File: src/rtl/ssf_pkg.sv
package ssf_pkg;

  // Register byte offsets.
  localparam logic [7:0] OFS_CTRL = 8'h00;
  localparam logic [7:0] OFS_OWN = 8'h04;
  localparam logic [7:0] OFS_DATA = 8'h08;
  localparam logic [7:0] OFS_ISTAT = 8'h0c;
  localparam logic [7:0] OFS_IMASK = 8'h10;

  // Control and status field positions.
  localparam int BIT_DONE = 7;
  localparam int BIT_MATCH = 6;
  localparam int BIT_BUSY = 5;
  localparam int BIT_TXSEL = 4;
  localparam int BIT_ACKOUT = 3;
  localparam int BIT_DIR = 2;
  localparam int BIT_RXACK = 0;

  // Reset values.
  localparam logic RST_DONE = 1'b1;
  localparam logic RST_RXACK = 1'b1;
  localparam logic [6:0] RST_OWN = 7'h00;

  // Interrupt status and mask layout.
  localparam int IRQ_W = 4;
  localparam int IRQ_DONE = 0;
  localparam int IRQ_MATCH = 1;
  localparam int IRQ_START = 2;
  localparam int IRQ_STOP = 3;

  // Last bit index of a byte.
  localparam logic [2:0] BYTE_LAST = 3'h7;

  // AXI responses.
  localparam logic [1:0] RESP_OKAY = 2'h0;
  localparam logic [1:0] RESP_SLVERR = 2'h2;

  typedef enum logic [2:0] {
    ST_IDLE = 3'b000,
    ST_ADDR = 3'b001,
    ST_AACK = 3'b010,
    ST_RX = 3'b011,
    ST_RACK = 3'b100,
    ST_TX = 3'b101,
    ST_TACK = 3'b110
  } ssf_state_t;

endpackage

File: src/rtl/ssf_axil_slave.sv
`timescale 1ns/100ps
module ssf_axil_slave #(
  parameter int ADDR_W = 8
) (
  // Clock and reset.
  input wire logic mclk,
  input wire logic srst,
  // AXI4-Lite write channels.
  input wire logic [ADDR_W-1:0] s_axi_awaddr,
  input wire logic s_axi_awvalid,
  output logic s_axi_awready,
  input wire logic [31:0] s_axi_wdata,
  input wire logic [3:0] s_axi_wstrb,
  input wire logic s_axi_wvalid,
  output logic s_axi_wready,
  output logic [1:0] s_axi_bresp,
  output logic s_axi_bvalid,
  input wire logic s_axi_bready,
  // AXI4-Lite read channels.
  input wire logic [ADDR_W-1:0] s_axi_araddr,
  input wire logic s_axi_arvalid,
  output logic s_axi_arready,
  output logic [31:0] s_axi_rdata,
  output logic [1:0] s_axi_rresp,
  output logic s_axi_rvalid,
  input wire logic s_axi_rready,
  // Register side.
  output logic wr_en,
  output logic [ADDR_W-1:0] wr_addr,
  output logic [31:0] wr_data,
  output logic [3:0] wr_strb,
  input wire logic wr_err,
  output logic rd_en,
  output logic [ADDR_W-1:0] rd_addr,
  input wire logic [31:0] rd_data,
  input wire logic rd_err
);

  logic aw_full_ff;
  logic w_full_ff;
  logic [ADDR_W-1:0] awaddr_ff;
  logic [31:0] wdata_ff;
  logic [3:0] wstrb_ff;
  logic bvalid_ff;
  logic [1:0] bresp_ff;
  logic rvalid_ff;
  logic [31:0] rdata_ff;
  logic [1:0] rresp_ff;
  wire aw_take = s_axi_awvalid & ~aw_full_ff;
  wire w_take = s_axi_wvalid & ~w_full_ff;

  assign s_axi_awready = ~aw_full_ff;
  assign s_axi_wready = ~w_full_ff;
  assign wr_en = aw_full_ff & w_full_ff & ~bvalid_ff;
  assign wr_addr = awaddr_ff;
  assign wr_data = wdata_ff;
  assign wr_strb = wstrb_ff;
  assign s_axi_bvalid = bvalid_ff;
  assign s_axi_bresp = bresp_ff;
  assign s_axi_arready = ~rvalid_ff;
  assign rd_en = s_axi_arvalid & ~rvalid_ff;
  assign rd_addr = s_axi_araddr;
  assign s_axi_rvalid = rvalid_ff;
  assign s_axi_rdata = rdata_ff;
  assign s_axi_rresp = rresp_ff;

  // Address and data are held until both are present.
  always_ff @(posedge mclk) begin
    if (srst) begin
      aw_full_ff <= 1'b0;
      w_full_ff <= 1'b0;
    end else begin
      aw_full_ff <= (aw_full_ff & ~wr_en) | aw_take;
      w_full_ff <= (w_full_ff & ~wr_en) | w_take;
    end
  end

  always_ff @(posedge mclk) begin
    if (srst) begin
      awaddr_ff <= '0;
      wdata_ff <= 32'h0000_0000;
      wstrb_ff <= 4'h0;
    end else begin
      if (aw_take) begin
        awaddr_ff <= s_axi_awaddr;
      end
      if (w_take) begin
        wdata_ff <= s_axi_wdata;
        wstrb_ff <= s_axi_wstrb;
      end
    end
  end

  always_ff @(posedge mclk) begin
    if (srst) begin
      bvalid_ff <= 1'b0;
      bresp_ff <= ssf_pkg::RESP_OKAY;
    end else if (wr_en) begin
      bvalid_ff <= 1'b1;
      bresp_ff <= wr_err ? ssf_pkg::RESP_SLVERR : ssf_pkg::RESP_OKAY;
    end else if (s_axi_bready) begin
      bvalid_ff <= 1'b0;
    end
  end

  always_ff @(posedge mclk) begin
    if (srst) begin
      rvalid_ff <= 1'b0;
      rdata_ff <= 32'h0000_0000;
      rresp_ff <= ssf_pkg::RESP_OKAY;
    end else if (rd_en) begin
      rvalid_ff <= 1'b1;
      rdata_ff <= rd_err ? 32'h0000_0000 : rd_data;
      rresp_ff <= rd_err ? ssf_pkg::RESP_SLVERR : ssf_pkg::RESP_OKAY;
    end else if (s_axi_rready) begin
      rvalid_ff <= 1'b0;
    end
  end

endmodule // ssf_axil_slave

File: src/rtl/ssf_bus_mon.sv
`timescale 1ns/100ps
module ssf_bus_mon (
  // Clock and reset.
  input wire logic mclk,
  input wire logic srst,
  // Bus levels.
  input wire logic scl_i,
  input wire logic sda_i,
  // Detected events.
  output logic scl_rise,
  output logic scl_fall,
  output logic start_det,
  output logic stop_det,
  output logic busy_flag
);

  logic scl_ff;
  logic sda_ff;
  logic busy_ff;

  assign scl_rise = scl_i & ~scl_ff;
  assign scl_fall = ~scl_i & scl_ff;
  assign start_det = scl_i & scl_ff & sda_ff & ~sda_i;
  assign stop_det = scl_i & scl_ff & ~sda_ff & sda_i;
  assign busy_flag = busy_ff;

  always_ff @(posedge mclk) begin
    if (srst) begin
      scl_ff <= 1'b1;
      sda_ff <= 1'b1;
    end else begin
      scl_ff <= scl_i;
      sda_ff <= sda_i;
    end
  end

  // Busy follows START and STOP on the bus.
  always_ff @(posedge mclk) begin
    if (srst) begin
      busy_ff <= 1'b0;
    end else if (start_det) begin
      busy_ff <= 1'b1; // [RULE4]
    end else if (stop_det) begin
      busy_ff <= 1'b0; // [RULE5]
    end
  end

endmodule // ssf_bus_mon

File: src/rtl/ssf_top.sv
// Functional notes
// (RULE1) Completion flag low while a byte shifts, high after eight bits; the code leaves it low after a non-matching address byte.
// (RULE2) An interrupt is raised when the completion flag goes high.
// (RULE3) Address match flag is 1 on own-address equality, otherwise 0.
// (RULE4) A START condition sets the bus busy flag.
// (RULE5) A STOP condition clears the bus busy flag.
// (RULE6) Transmit select 0 makes the slave receive, 1 makes it transmit.
// (RULE7) After eight received bits the acknowledge bit drives the ninth clock.
// (RULE8) On match the direction flag holds the master's read/write bit.
// (RULE9) Completion flag returns to 0 when the next byte begins.
`timescale 1ns/100ps
module ssf_top #(
  parameter int ADDR_W = 8
) (
  // Clock and reset.
  input wire logic mclk,
  input wire logic srst,
  // AXI4-Lite write channels.
  input wire logic [ADDR_W-1:0] s_axi_awaddr,
  input wire logic s_axi_awvalid,
  output logic s_axi_awready,
  input wire logic [31:0] s_axi_wdata,
  input wire logic [3:0] s_axi_wstrb,
  input wire logic s_axi_wvalid,
  output logic s_axi_wready,
  output logic [1:0] s_axi_bresp,
  output logic s_axi_bvalid,
  input wire logic s_axi_bready,
  // AXI4-Lite read channels.
  input wire logic [ADDR_W-1:0] s_axi_araddr,
  input wire logic s_axi_arvalid,
  output logic s_axi_arready,
  output logic [31:0] s_axi_rdata,
  output logic [1:0] s_axi_rresp,
  output logic s_axi_rvalid,
  input wire logic s_axi_rready,
  // I2C pins, open drain.
  input wire logic scl_i,
  input wire logic sda_i,
  output logic sda_o,
  output logic sda_oe,
  // Status towards neighbouring logic.
  output logic byte_done_flag,
  output logic addr_match_flag,
  output logic bus_busy_flag,
  output logic master_dir_flag,
  output logic slave_tx_select,
  // Interrupt.
  output logic irq
);

  logic wr_en;
  logic [ADDR_W-1:0] wr_addr;
  logic [31:0] wr_data;
  logic [3:0] wr_strb;
  logic wr_err;
  logic rd_en;
  logic [ADDR_W-1:0] rd_addr;
  logic [31:0] rd_data;
  logic rd_err;
  logic scl_rise;
  logic scl_fall;
  logic start_det;
  logic stop_det;
  logic busy;

  ssf_pkg::ssf_state_t state_ff, nxt_state;
  logic ph_ff, nxt_ph;
  logic [2:0] cnt_ff, nxt_cnt;
  logic [7:0] shift_ff, nxt_shift;
  logic [7:0] rxbuf_ff, nxt_rxbuf;
  logic done_ff, nxt_done;
  logic match_ff, nxt_match;
  logic dir_ff, nxt_dir;
  logic rxack_ff, nxt_rxack;
  logic oe_ff, nxt_oe;
  logic txsel_ff;
  logic ackout_ff;
  logic [6:0] own_ff;
  logic [7:0] txdata_ff;
  logic [ssf_pkg::IRQ_W-1:0] istat_ff;
  logic [ssf_pkg::IRQ_W-1:0] imask_ff;

  ssf_axil_slave #(
    .ADDR_W(ADDR_W)
  ) u_axil (
    .mclk(mclk), .srst(srst),
    .s_axi_awaddr(s_axi_awaddr), .s_axi_awvalid(s_axi_awvalid),
    .s_axi_awready(s_axi_awready), .s_axi_wdata(s_axi_wdata),
    .s_axi_wstrb(s_axi_wstrb), .s_axi_wvalid(s_axi_wvalid),
    .s_axi_wready(s_axi_wready), .s_axi_bresp(s_axi_bresp),
    .s_axi_bvalid(s_axi_bvalid), .s_axi_bready(s_axi_bready),
    .s_axi_araddr(s_axi_araddr), .s_axi_arvalid(s_axi_arvalid),
    .s_axi_arready(s_axi_arready), .s_axi_rdata(s_axi_rdata),
    .s_axi_rresp(s_axi_rresp), .s_axi_rvalid(s_axi_rvalid),
    .s_axi_rready(s_axi_rready),
    .wr_en(wr_en), .wr_addr(wr_addr), .wr_data(wr_data),
    .wr_strb(wr_strb), .wr_err(wr_err),
    .rd_en(rd_en), .rd_addr(rd_addr), .rd_data(rd_data), .rd_err(rd_err)
  );

  ssf_bus_mon u_mon (
    .mclk(mclk), .srst(srst), .scl_i(scl_i), .sda_i(sda_i),
    .scl_rise(scl_rise), .scl_fall(scl_fall),
    .start_det(start_det), .stop_det(stop_det), .busy_flag(busy)
  );

  // Register decode.
  wire wsel_ctrl = wr_addr == ssf_pkg::OFS_CTRL;
  wire wsel_own = wr_addr == ssf_pkg::OFS_OWN;
  wire wsel_data = wr_addr == ssf_pkg::OFS_DATA;
  wire wsel_istat = wr_addr == ssf_pkg::OFS_ISTAT;
  wire wsel_imask = wr_addr == ssf_pkg::OFS_IMASK;
  assign wr_err = ~(wsel_ctrl | wsel_own | wsel_data | wsel_istat |
                    wsel_imask);
  wire wr_lo = wr_en & wr_strb[0];
  wire rsel_ctrl = rd_addr == ssf_pkg::OFS_CTRL;
  wire rsel_own = rd_addr == ssf_pkg::OFS_OWN;
  wire rsel_data = rd_addr == ssf_pkg::OFS_DATA;
  wire rsel_istat = rd_addr == ssf_pkg::OFS_ISTAT;
  wire rsel_imask = rd_addr == ssf_pkg::OFS_IMASK;
  assign rd_err = ~(rsel_ctrl | rsel_own | rsel_data | rsel_istat |
                    rsel_imask);

  wire [7:0] ctrl_rd = {done_ff, match_ff, busy, txsel_ff,
                        ackout_ff, dir_ff, 1'b0, rxack_ff};
  assign rd_data = rsel_ctrl ? {24'h000000, ctrl_rd} :
                   rsel_own ? {25'h0000000, own_ff} :
                   rsel_data ? {24'h000000, rxbuf_ff} :
                   rsel_istat ? {28'h0000000, istat_ff} :
                   rsel_imask ? {28'h0000000, imask_ff} :
                   32'h0000_0000;

  // Byte engine next state.
  wire addr_hit = shift_ff[6:0] == own_ff;
  wire last_bit = cnt_ff == ssf_pkg::BYTE_LAST;
  wire [7:0] shift_in = {shift_ff[6:0], sda_i};

  always_comb begin
    nxt_state = state_ff;
    nxt_ph = ph_ff;
    nxt_cnt = cnt_ff;
    nxt_shift = shift_ff;
    nxt_rxbuf = rxbuf_ff;
    nxt_done = done_ff;
    nxt_match = match_ff;
    nxt_dir = dir_ff;
    nxt_rxack = rxack_ff;
    nxt_oe = oe_ff;
    if (stop_det) begin
      nxt_state = ssf_pkg::ST_IDLE;
      nxt_ph = 1'b0;
      nxt_oe = 1'b0;
    end else if (start_det) begin
      nxt_state = ssf_pkg::ST_ADDR;
      nxt_ph = 1'b0;
      nxt_cnt = 3'h0;
      nxt_oe = 1'b0;
      nxt_match = 1'b0;
      nxt_done = 1'b0; // [RULE1] [RULE9]
    end else begin
      unique case (state_ff)
        ssf_pkg::ST_IDLE: begin
          nxt_oe = 1'b0;
        end
        ssf_pkg::ST_ADDR: begin
          if (scl_rise) begin
            nxt_shift = shift_in;
            nxt_cnt = cnt_ff + 3'h1;
            if (last_bit) begin
              nxt_match = addr_hit; // [RULE3]
              if (addr_hit) begin
                nxt_dir = sda_i; // [RULE8]
                nxt_done = 1'b1; // [RULE1]
                nxt_state = ssf_pkg::ST_AACK;
                nxt_ph = 1'b0;
              end else begin
                nxt_state = ssf_pkg::ST_IDLE;
              end
            end
          end
        end
        ssf_pkg::ST_AACK, ssf_pkg::ST_RACK: begin
          if (scl_fall && !ph_ff) begin
            nxt_ph = 1'b1;
            if (state_ff == ssf_pkg::ST_AACK) begin
              nxt_oe = 1'b1;
            end else begin
              nxt_oe = ~ackout_ff; // [RULE7]
            end
          end else if (scl_fall) begin
            nxt_ph = 1'b0;
            nxt_cnt = 3'h0;
            nxt_done = 1'b0; // [RULE9]
            if (txsel_ff) begin
              nxt_state = ssf_pkg::ST_TX; // [RULE6]
              nxt_shift = txdata_ff;
              nxt_oe = ~txdata_ff[7];
            end else begin
              nxt_state = ssf_pkg::ST_RX; // [RULE6]
              nxt_oe = 1'b0;
            end
          end
        end
        ssf_pkg::ST_RX: begin
          if (scl_rise) begin
            nxt_shift = shift_in;
            nxt_cnt = cnt_ff + 3'h1;
            if (last_bit) begin
              nxt_rxbuf = shift_in;
              nxt_done = 1'b1; // [RULE1]
              nxt_state = ssf_pkg::ST_RACK;
              nxt_ph = 1'b0;
            end
          end
        end
        ssf_pkg::ST_TX: begin
          if (scl_rise) begin
            nxt_cnt = cnt_ff + 3'h1;
            if (last_bit) begin
              nxt_done = 1'b1; // [RULE1]
              nxt_state = ssf_pkg::ST_TACK;
              nxt_ph = 1'b0;
            end
          end else if (scl_fall) begin
            nxt_shift = {shift_ff[6:0], 1'b0};
            nxt_oe = ~shift_ff[6];
          end
        end
        ssf_pkg::ST_TACK: begin
          if (scl_fall && !ph_ff) begin
            nxt_ph = 1'b1;
            nxt_oe = 1'b0;
          end else if (scl_rise && ph_ff) begin
            nxt_rxack = sda_i;
          end else if (scl_fall) begin
            nxt_ph = 1'b0;
            nxt_cnt = 3'h0;
            if (rxack_ff) begin
              nxt_state = ssf_pkg::ST_IDLE;
            end else begin
              nxt_done = 1'b0; // [RULE9]
              nxt_state = ssf_pkg::ST_TX;
              nxt_shift = txdata_ff;
              nxt_oe = ~txdata_ff[7];
            end
          end
        end
        default: begin
          nxt_state = ssf_pkg::ST_IDLE;
          nxt_oe = 1'b0;
        end
      endcase
    end
  end

  always_ff @(posedge mclk) begin
    if (srst) begin
      state_ff <= ssf_pkg::ST_IDLE;
      ph_ff <= 1'b0;
      cnt_ff <= 3'h0;
      shift_ff <= 8'h00;
      rxbuf_ff <= 8'h00;
      oe_ff <= 1'b0;
      done_ff <= ssf_pkg::RST_DONE;
      match_ff <= 1'b0;
      dir_ff <= 1'b0;
      rxack_ff <= ssf_pkg::RST_RXACK;
    end else begin
      state_ff <= nxt_state;
      ph_ff <= nxt_ph;
      cnt_ff <= nxt_cnt;
      shift_ff <= nxt_shift;
      rxbuf_ff <= nxt_rxbuf;
      oe_ff <= nxt_oe;
      done_ff <= nxt_done;
      match_ff <= nxt_match;
      dir_ff <= nxt_dir;
      rxack_ff <= nxt_rxack;
    end
  end

  // Software-written settings.
  always_ff @(posedge mclk) begin
    if (srst) begin
      txsel_ff <= 1'b0;
      ackout_ff <= 1'b0;
      own_ff <= ssf_pkg::RST_OWN;
      txdata_ff <= 8'h00;
      imask_ff <= '0;
    end else if (wr_lo) begin
      if (wsel_ctrl) begin
        txsel_ff <= wr_data[ssf_pkg::BIT_TXSEL];
        ackout_ff <= wr_data[ssf_pkg::BIT_ACKOUT];
      end
      if (wsel_own) begin
        own_ff <= wr_data[6:0];
      end
      if (wsel_data) begin
        txdata_ff <= wr_data[7:0];
      end
      if (wsel_imask) begin
        imask_ff <= wr_data[ssf_pkg::IRQ_W-1:0];
      end
    end
  end

  // Sticky events; a new event wins over a same-cycle clear.
  wire [ssf_pkg::IRQ_W-1:0] ev;
  assign ev[ssf_pkg::IRQ_DONE] = nxt_done & ~done_ff; // [RULE2]
  assign ev[ssf_pkg::IRQ_MATCH] = nxt_match & ~match_ff;
  assign ev[ssf_pkg::IRQ_START] = start_det;
  assign ev[ssf_pkg::IRQ_STOP] = stop_det;
  wire [ssf_pkg::IRQ_W-1:0] clr = (wr_lo & wsel_istat) ?
                                  wr_data[ssf_pkg::IRQ_W-1:0] : '0;

  always_ff @(posedge mclk) begin
    if (srst) begin
      istat_ff <= '0;
    end else begin
      istat_ff <= (istat_ff & ~clr) | ev;
    end
  end

  assign irq = |(istat_ff & imask_ff); // [RULE2]
  assign sda_o = 1'b0;
  assign sda_oe = oe_ff;
  assign byte_done_flag = done_ff;
  assign addr_match_flag = match_ff;
  assign bus_busy_flag = busy;
  assign master_dir_flag = dir_ff;
  assign slave_tx_select = txsel_ff;

endmodule // ssf_top

File: config.mk
export PLATFORM = sky130hd
export DESIGN_NAME = ssf_top
export DESIGN_NICKNAME = d
export VERILOG_FILES = /design/src/rtl/ssf_pkg.sv /design/src/rtl/ssf_axil_slave.sv /design/src/rtl/ssf_bus_mon.sv /design/src/rtl/ssf_top.sv
export SDC_FILE = /design/constraint.sdc
export NUM_CORES = 1
export LEC_CHECK = 0
export BUFFER_PORTS_ARGS = -buffer_cell sky130_fd_sc_hd__buf_4
export CAP_MARGIN = 20
export CORE_MARGIN = 2
export CORE_UTILIZATION = 48
export CTS_CLUSTER_DIAMETER = 30
export DETAILED_ROUTE_END_ITERATION = 10
export PLACE_DENSITY = 0.78
export SYNTH_ARGS = -nofsm -noshare
export SYNTH_HDL_FRONTEND = slang
export SYNTH_SLANG_ARGS = --single-unit
File: constraint.sdc
create_clock -name mclk -period 2.07 [get_ports mclk]
set_input_delay 0.207 -clock mclk [delete_from_list [all_inputs] [get_ports mclk]]
set_output_delay 0.207 -clock mclk [all_outputs]
set_load 0.01 [all_outputs]
# == Yosys cells after proc, flatten, opt, wreduce, memory -nomap -nowiden ==
# Index checks and enable logic that the tools add are counted.
# word_totals
register_bits,112
input_bits,61
elab_cells,255
out_inout_bits,49
# op_classes
bitwise_logic,51
n_addsub,1
muxes,89
n_reduce_logical,32
eq_ne,52
# ops
cell,count
$mux 7,10
$mux 3,19
$ne 3x3->1 const B,15
$mux 1,44
$ne 2x2->1 const B,17
$eq 8x4->1 const B,4
$mux 8,4
$pmux 7 s4,1
$reduce_and 12->1,2
$not 1->1,19
$and 1x1->1,18
$pmux 3 s6,1
$eq 8x3->1 const B,2
$eq 8x5->1 const B,2
$logic_not 8->1,2
$reduce_and 7->1,2
$reduce_and 13->1,1
$eq 3x3->1 const B,4
$mux 4,3
$pmux 1 s4,3
$reduce_and 6->1,2
$reduce_bool 4->1,3
$or 1x1->1,10
$reduce_and 5->1,2
19 further kinds,35

# == Logic depth before layout (Yosys ltp) ==
# logic_depth
depth_word,10
depth_mapped,10
ltp_nobuf,7

# == By module ==
# A second synthesis with hierarchy kept.
# unflattened
hier_cells,747
area_unflattened_um2,6281.0
# modules_own_cells
module,cells_each,seq_area_each_um2,area_per_inst_um2,n_inst
ssf_axil_slave,365,1641.6,3121.7,1
ssf_top,367,1041.0,3012.9,1
ssf_bus_mon,15,60.1,146.4,1

# == Worst setup path after synthesis ==
# Ideal clock, no wire load.
# synth_timing
kind,register -> register
start,register u_mon.scl_ff
end,register shift_ff[0]
setup_slack_ps,-69
period_less_slack_ps,2139
path_buffers,3
path_stages_with_launch,11
setup_ps,122
t_arrival_ps,2017
path_cell_list,dfxtp_1 > nor2b_1 > clkbuf_1 > ha_1 > clkbuf_1 > o21bai_1 > a21o_1 > nor4_4 > and2_0 > buf_2 > o21ai_0
# synth_via
elab_chain_cells,5
# synth_rtl
item,line,text
"start, declared",ssf_bus_mon.sv:17,logic scl_ff;
"start signal, assigned",ssf_bus_mon.sv:32,scl_ff <= scl_i;
$and 1x1->1 or $not 1->1 (tied branches),"ssf_bus_mon.sv:23, ssf_bus_mon.sv:24, ssf_bus_mon.sv:21",
$and 1x1->1 (on tied branches),"ssf_bus_mon.sv:23, ssf_bus_mon.sv:21, ssf_bus_mon.sv:24",
$and 1x1->1 (tied with other cells),ssf_bus_mon.sv:23,assign start_det = scl_i & scl_ff & sda_ff & ~sda_i;
$not 1->1 (no source line) or $ne 2x2->1 (tied branches),--,
$reduce_and 13->1 (no source line) *,--,
"end signal, assigned",ssf_top.sv:273,shift_ff <= nxt_shift;
"end, declared",ssf_top.sv:70,"logic [7:0] shift_ff, nxt_shift;"
# Every way passes the cells marked *; elsewhere a longest branch is shown, timed or not.
# A chain may end at the register's enable or synchronous reset.

# == Worst setup path in the final report ==
# Ends and elaborated chain as after synthesis.

==> parameters.txt <==
Parameter                              Value

Critical path
  Required time of the critical path    2300 ps
  Highest fanout seen on the critical path    7
  Largest stage delay, worst path    390 ps
  Cell class contributing the biggest share of worst-path delay    simple AND/OR/NAND/NOR gates
  Buffers & Inverters on Critical Path    0
  Startpoint class of the critical path    register
  Startpoint of the worst setup timing path    u_mon.scl_ff$_SDFF_PP1_
  Crit end category    register
  Arrival time worst endpoint    2180 ps
  Kind of critical path    reg2reg
  Master of the slowest instance on the critical path    and2_0
  Cells along the critical path    nor2b_1, ha_2, o21bai_1, a21o_1, nor4_4, and2_0, o21ai_0
  Reg-to-Reg Start    u_mon.scl_ff$_SDFF_PP1_

Detailed routing
  Sum of routed wire length over all layers    10,270 um
  Metal3 WL    537 um
  Detailed-route DRC error count    0
  Number of vias per cell after detailed routing    5.482
  Initial drt markers    272
  WL met1    4718 um
  Average wire length per cell after detail routing    15.08 um
  Routed vias    3,733
  Top Metal Used    met4
  Number of routed nets with antenna violations    0
  Length of routed met2 wiring    4824 um
  Number of optimization iterations in the first detailed-route pass    5

Global route
  Antenna violations before repair    0
  Total routing resource utilization after global routing    21.01%
  Global-route wire length before repair    16,650 um
  Remaining Overflow, GRT    0
  Largest net degree at the start of global routing    38
  Vias in the first global route    3,433

Synth
  Sequential element share of the synthesized area    39.64%
  YS warnings    0
  Fraction of registers with async set or reset after synthesis    0%
  Dominant cell type by area after synthesis    dfxtp_1
  Largest cells by area after synthesis    dfxtp_1 (40%), mux2i_1 (12%), nor2_1 (5.6%), buf_4 (4.7%), nand2_1 (4.7%)
  Combined area of all synthesized cells    4343 um^2
  Share of the synthesized area in compound gates (AO/OA/AOI/OAI)    15.76%
  XOR/XNOR share of the synthesized area    1.613%
  Adder-Cell Fraction of Synth Area    0.8643%
  Cells after Synth    509
  Number of synthesized flops with an enable pin    0
  Syn_area_per_cell    8.532 um^2
  Simple-gate share of the synthesized area    20.60%
  Top FF cell, synth    dfxtp_1
  Combinational family with the most area after synthesis    simple AND/OR/NAND/NOR gates
  Mux contribution to synthesized area    12.71%
  Share of the synthesized area in the top cell type    39.64%
  Most frequently used cell type in the post-synthesis netlist    dfxtp_1
  Number of storage elements in the synthesis netlist    86
  Top cell types by occurrence after synthesis    dfxtp_1 (86), nor2_1 (65), mux2i_1 (54), nand2_1 (54), a21oi_1 (37)
  Number of distinct library cells after synthesis    57

Die
  Total Die Area    9825 um^2
  Initial Utilization    49.56%
  Die span in y    99.12 um
  Core Footprint    8763 um^2
  Horizontal die dimension    99.12 um
  Number of I/O pins    110
  Count of standard-cell rows    34

Timing
  Total negative slack    0 ps
  Number of hold violations in the final report    0
  Final setup vio count    0
  Slew at the pin closest to its max-slew limit    517.1 ps
  Relative slew margins    65.26%
  Min Clock Period, post-route    1946 ps
  Least setup slack across all paths after layout    123.9 ps
  Share of the cycle needed by the critical path after routing    94.01%
  Max frequency    513.9 MHz
  Number of max-slew violations in the final report    0
  Unrepaired setup endpoints after global routing    false
  Clock skew after layout    12.68 ps

Finish
  Count of non-filler cells in the finished layout    681
  Layout cell share with drive strength beyond 1    19.20%
  Layout area overhead    16.51%
  Area of all placed cells without fillers    5060 um^2
  Final net count    632
  Number of antenna diodes    0

Place
  Placer congestion estimate    0.8782
  HPWL reported at the end of detailed placement    7639 um
  IO buf count    55
  Inst Count DP    664
  Post-place instance area    4812 um^2
  Place WS    75.50 ps

Pwr
  Maximum VDD drop    478.5 uV
  Total Power    3485 uW
  Leakage power summed over all cells    0.002114 uW
  PwrDens    688.7 nW/um^2

Clocking
  Clock slew at reported path FFs    100 ps
  Setup bufs post-CTS    0
  Maximum level of the CTS H-tree    3
  Clock buffers created by TritonCTS    9
  Clock latency on the worst-skew pair    370 ps
  Buffer levels on the longest clock path    2
  Number of clock sinks    86
  Root Driver    clkbuf_8
  CTS tree    built

Hold path
  Class of the tightest hold or removal check    in2reg
  Hold_sp    scl_i

Flow run
  Number of maximum-capacitance violations    0

Status
  Result of the run    finished clean
-- cells in the final DEF, fill, tap and decap left out, drive strengths merged, types with 3 or more instances in the layout --
master,instances
a211oi,15
a21oi,37
a22oi,4
a31oi,3
and2,6
buf,75
clkbuf,9
clkinv,5
conb,27
dfxtp,86
ha,3
inv,14
mux2i,54
nand2,54
nand2b,9
nand3,9
nand3b,3
nand4,3
nor2,65
nor2b,6
nor3,7
nor4,5
o21ai,21
o221ai,3
o22a,3
or2,6
xnor2,5
xor2,3
-- tightest hold or removal path, stage by stage --
cell	delay [ps]
buf_4	100
inv_1	50
nand2_1	40
-- layer usage --
layer	global-route usage, %	vias up
met4	7.482	0
met5	0	-
met3	4.427	17
met1	28.45	1738
met2	33.32	139
li1	-	1839
-- cells by family after synthesis --
group / after synthesis
other cells: 1
xor+xnor: 8
buf+inv: 68
fa+ha+maj: 3
mux: 55
simple gates: 182
compound gates: 106
flops: 86
-- per-stage QoR --
stage / hold WS (ps) / utilization, %
5_1_grt: 56.74 / 57.74
3_3_place_gp: 391.6 / 54.91
4_1_cts: 46.66 / 57.67
6_report: 54.36 / 57.74
2_1_floorplan: 303.8 / -
3_5_place_dp: 398.9 / 54.91
-- layout make-up --
type / count / area, um^2
Fill cell: 812 / 3704
Multi-Input combinational cell: 381 / 2342
Sequential cell: 86 / 1725
Timing Repair Buffer: 76 / 573.1
Tap cell: 108 / 135.1
Clock buffer: 9 / 123.9
Clock inverter: 7 / 107.6
Inverter: 14 / 52.55
-- path summary, 6_finish.rpt --
path	end	slack (ps)	cells past startpoint
setup / recovery	shift_ff[0]$_SDFFE_PP0P_	120	7
hold / removal	u_mon.scl_ff$_SDFF_PP1_	50	3
setup reg to reg	shift_ff[0]$_SDFFE_PP0P_	120	7
hold reg to reg	u_axil.s_axi_rdata[4]$_SDFFE_PP0P_	450	2
-- where the power goes --
part / switching, uW / internal (uW) / leakage (uW) / total (uW)
Combinational: 216 / 171 / 0.00130 / 387
Clock: 650 / 696 / 0.000117 / 1350
Sequential: 53.6 / 1700 / 0.000700 / 1750
-- flip-flops by register name, summed over array words and instances, names as in the netlist, 3 cells and up --
| signal | count |
|---|---|
| rxbuf_ff | 8 |
| txdata_ff | 8 |
| u_axil.s_axi_rdata | 8 |
| u_axil.wr_addr | 8 |
| u_axil.wr_data | 8 |
| own_ff | 7 |
| shift_ff | 7 |
| imask_ff | 4 |
| istat_ff | 4 |
| cnt_ff | 3 |
| state_ff | 3 |
-- what timing repair did --
item,in CTS,in global routing
endpoints found under the hold margin,1,0
setup endpoints to repair,0,10
resized for setup,0,5
hold buffers,1,0
Note: power is estimated with default switching activity, not from simulation.
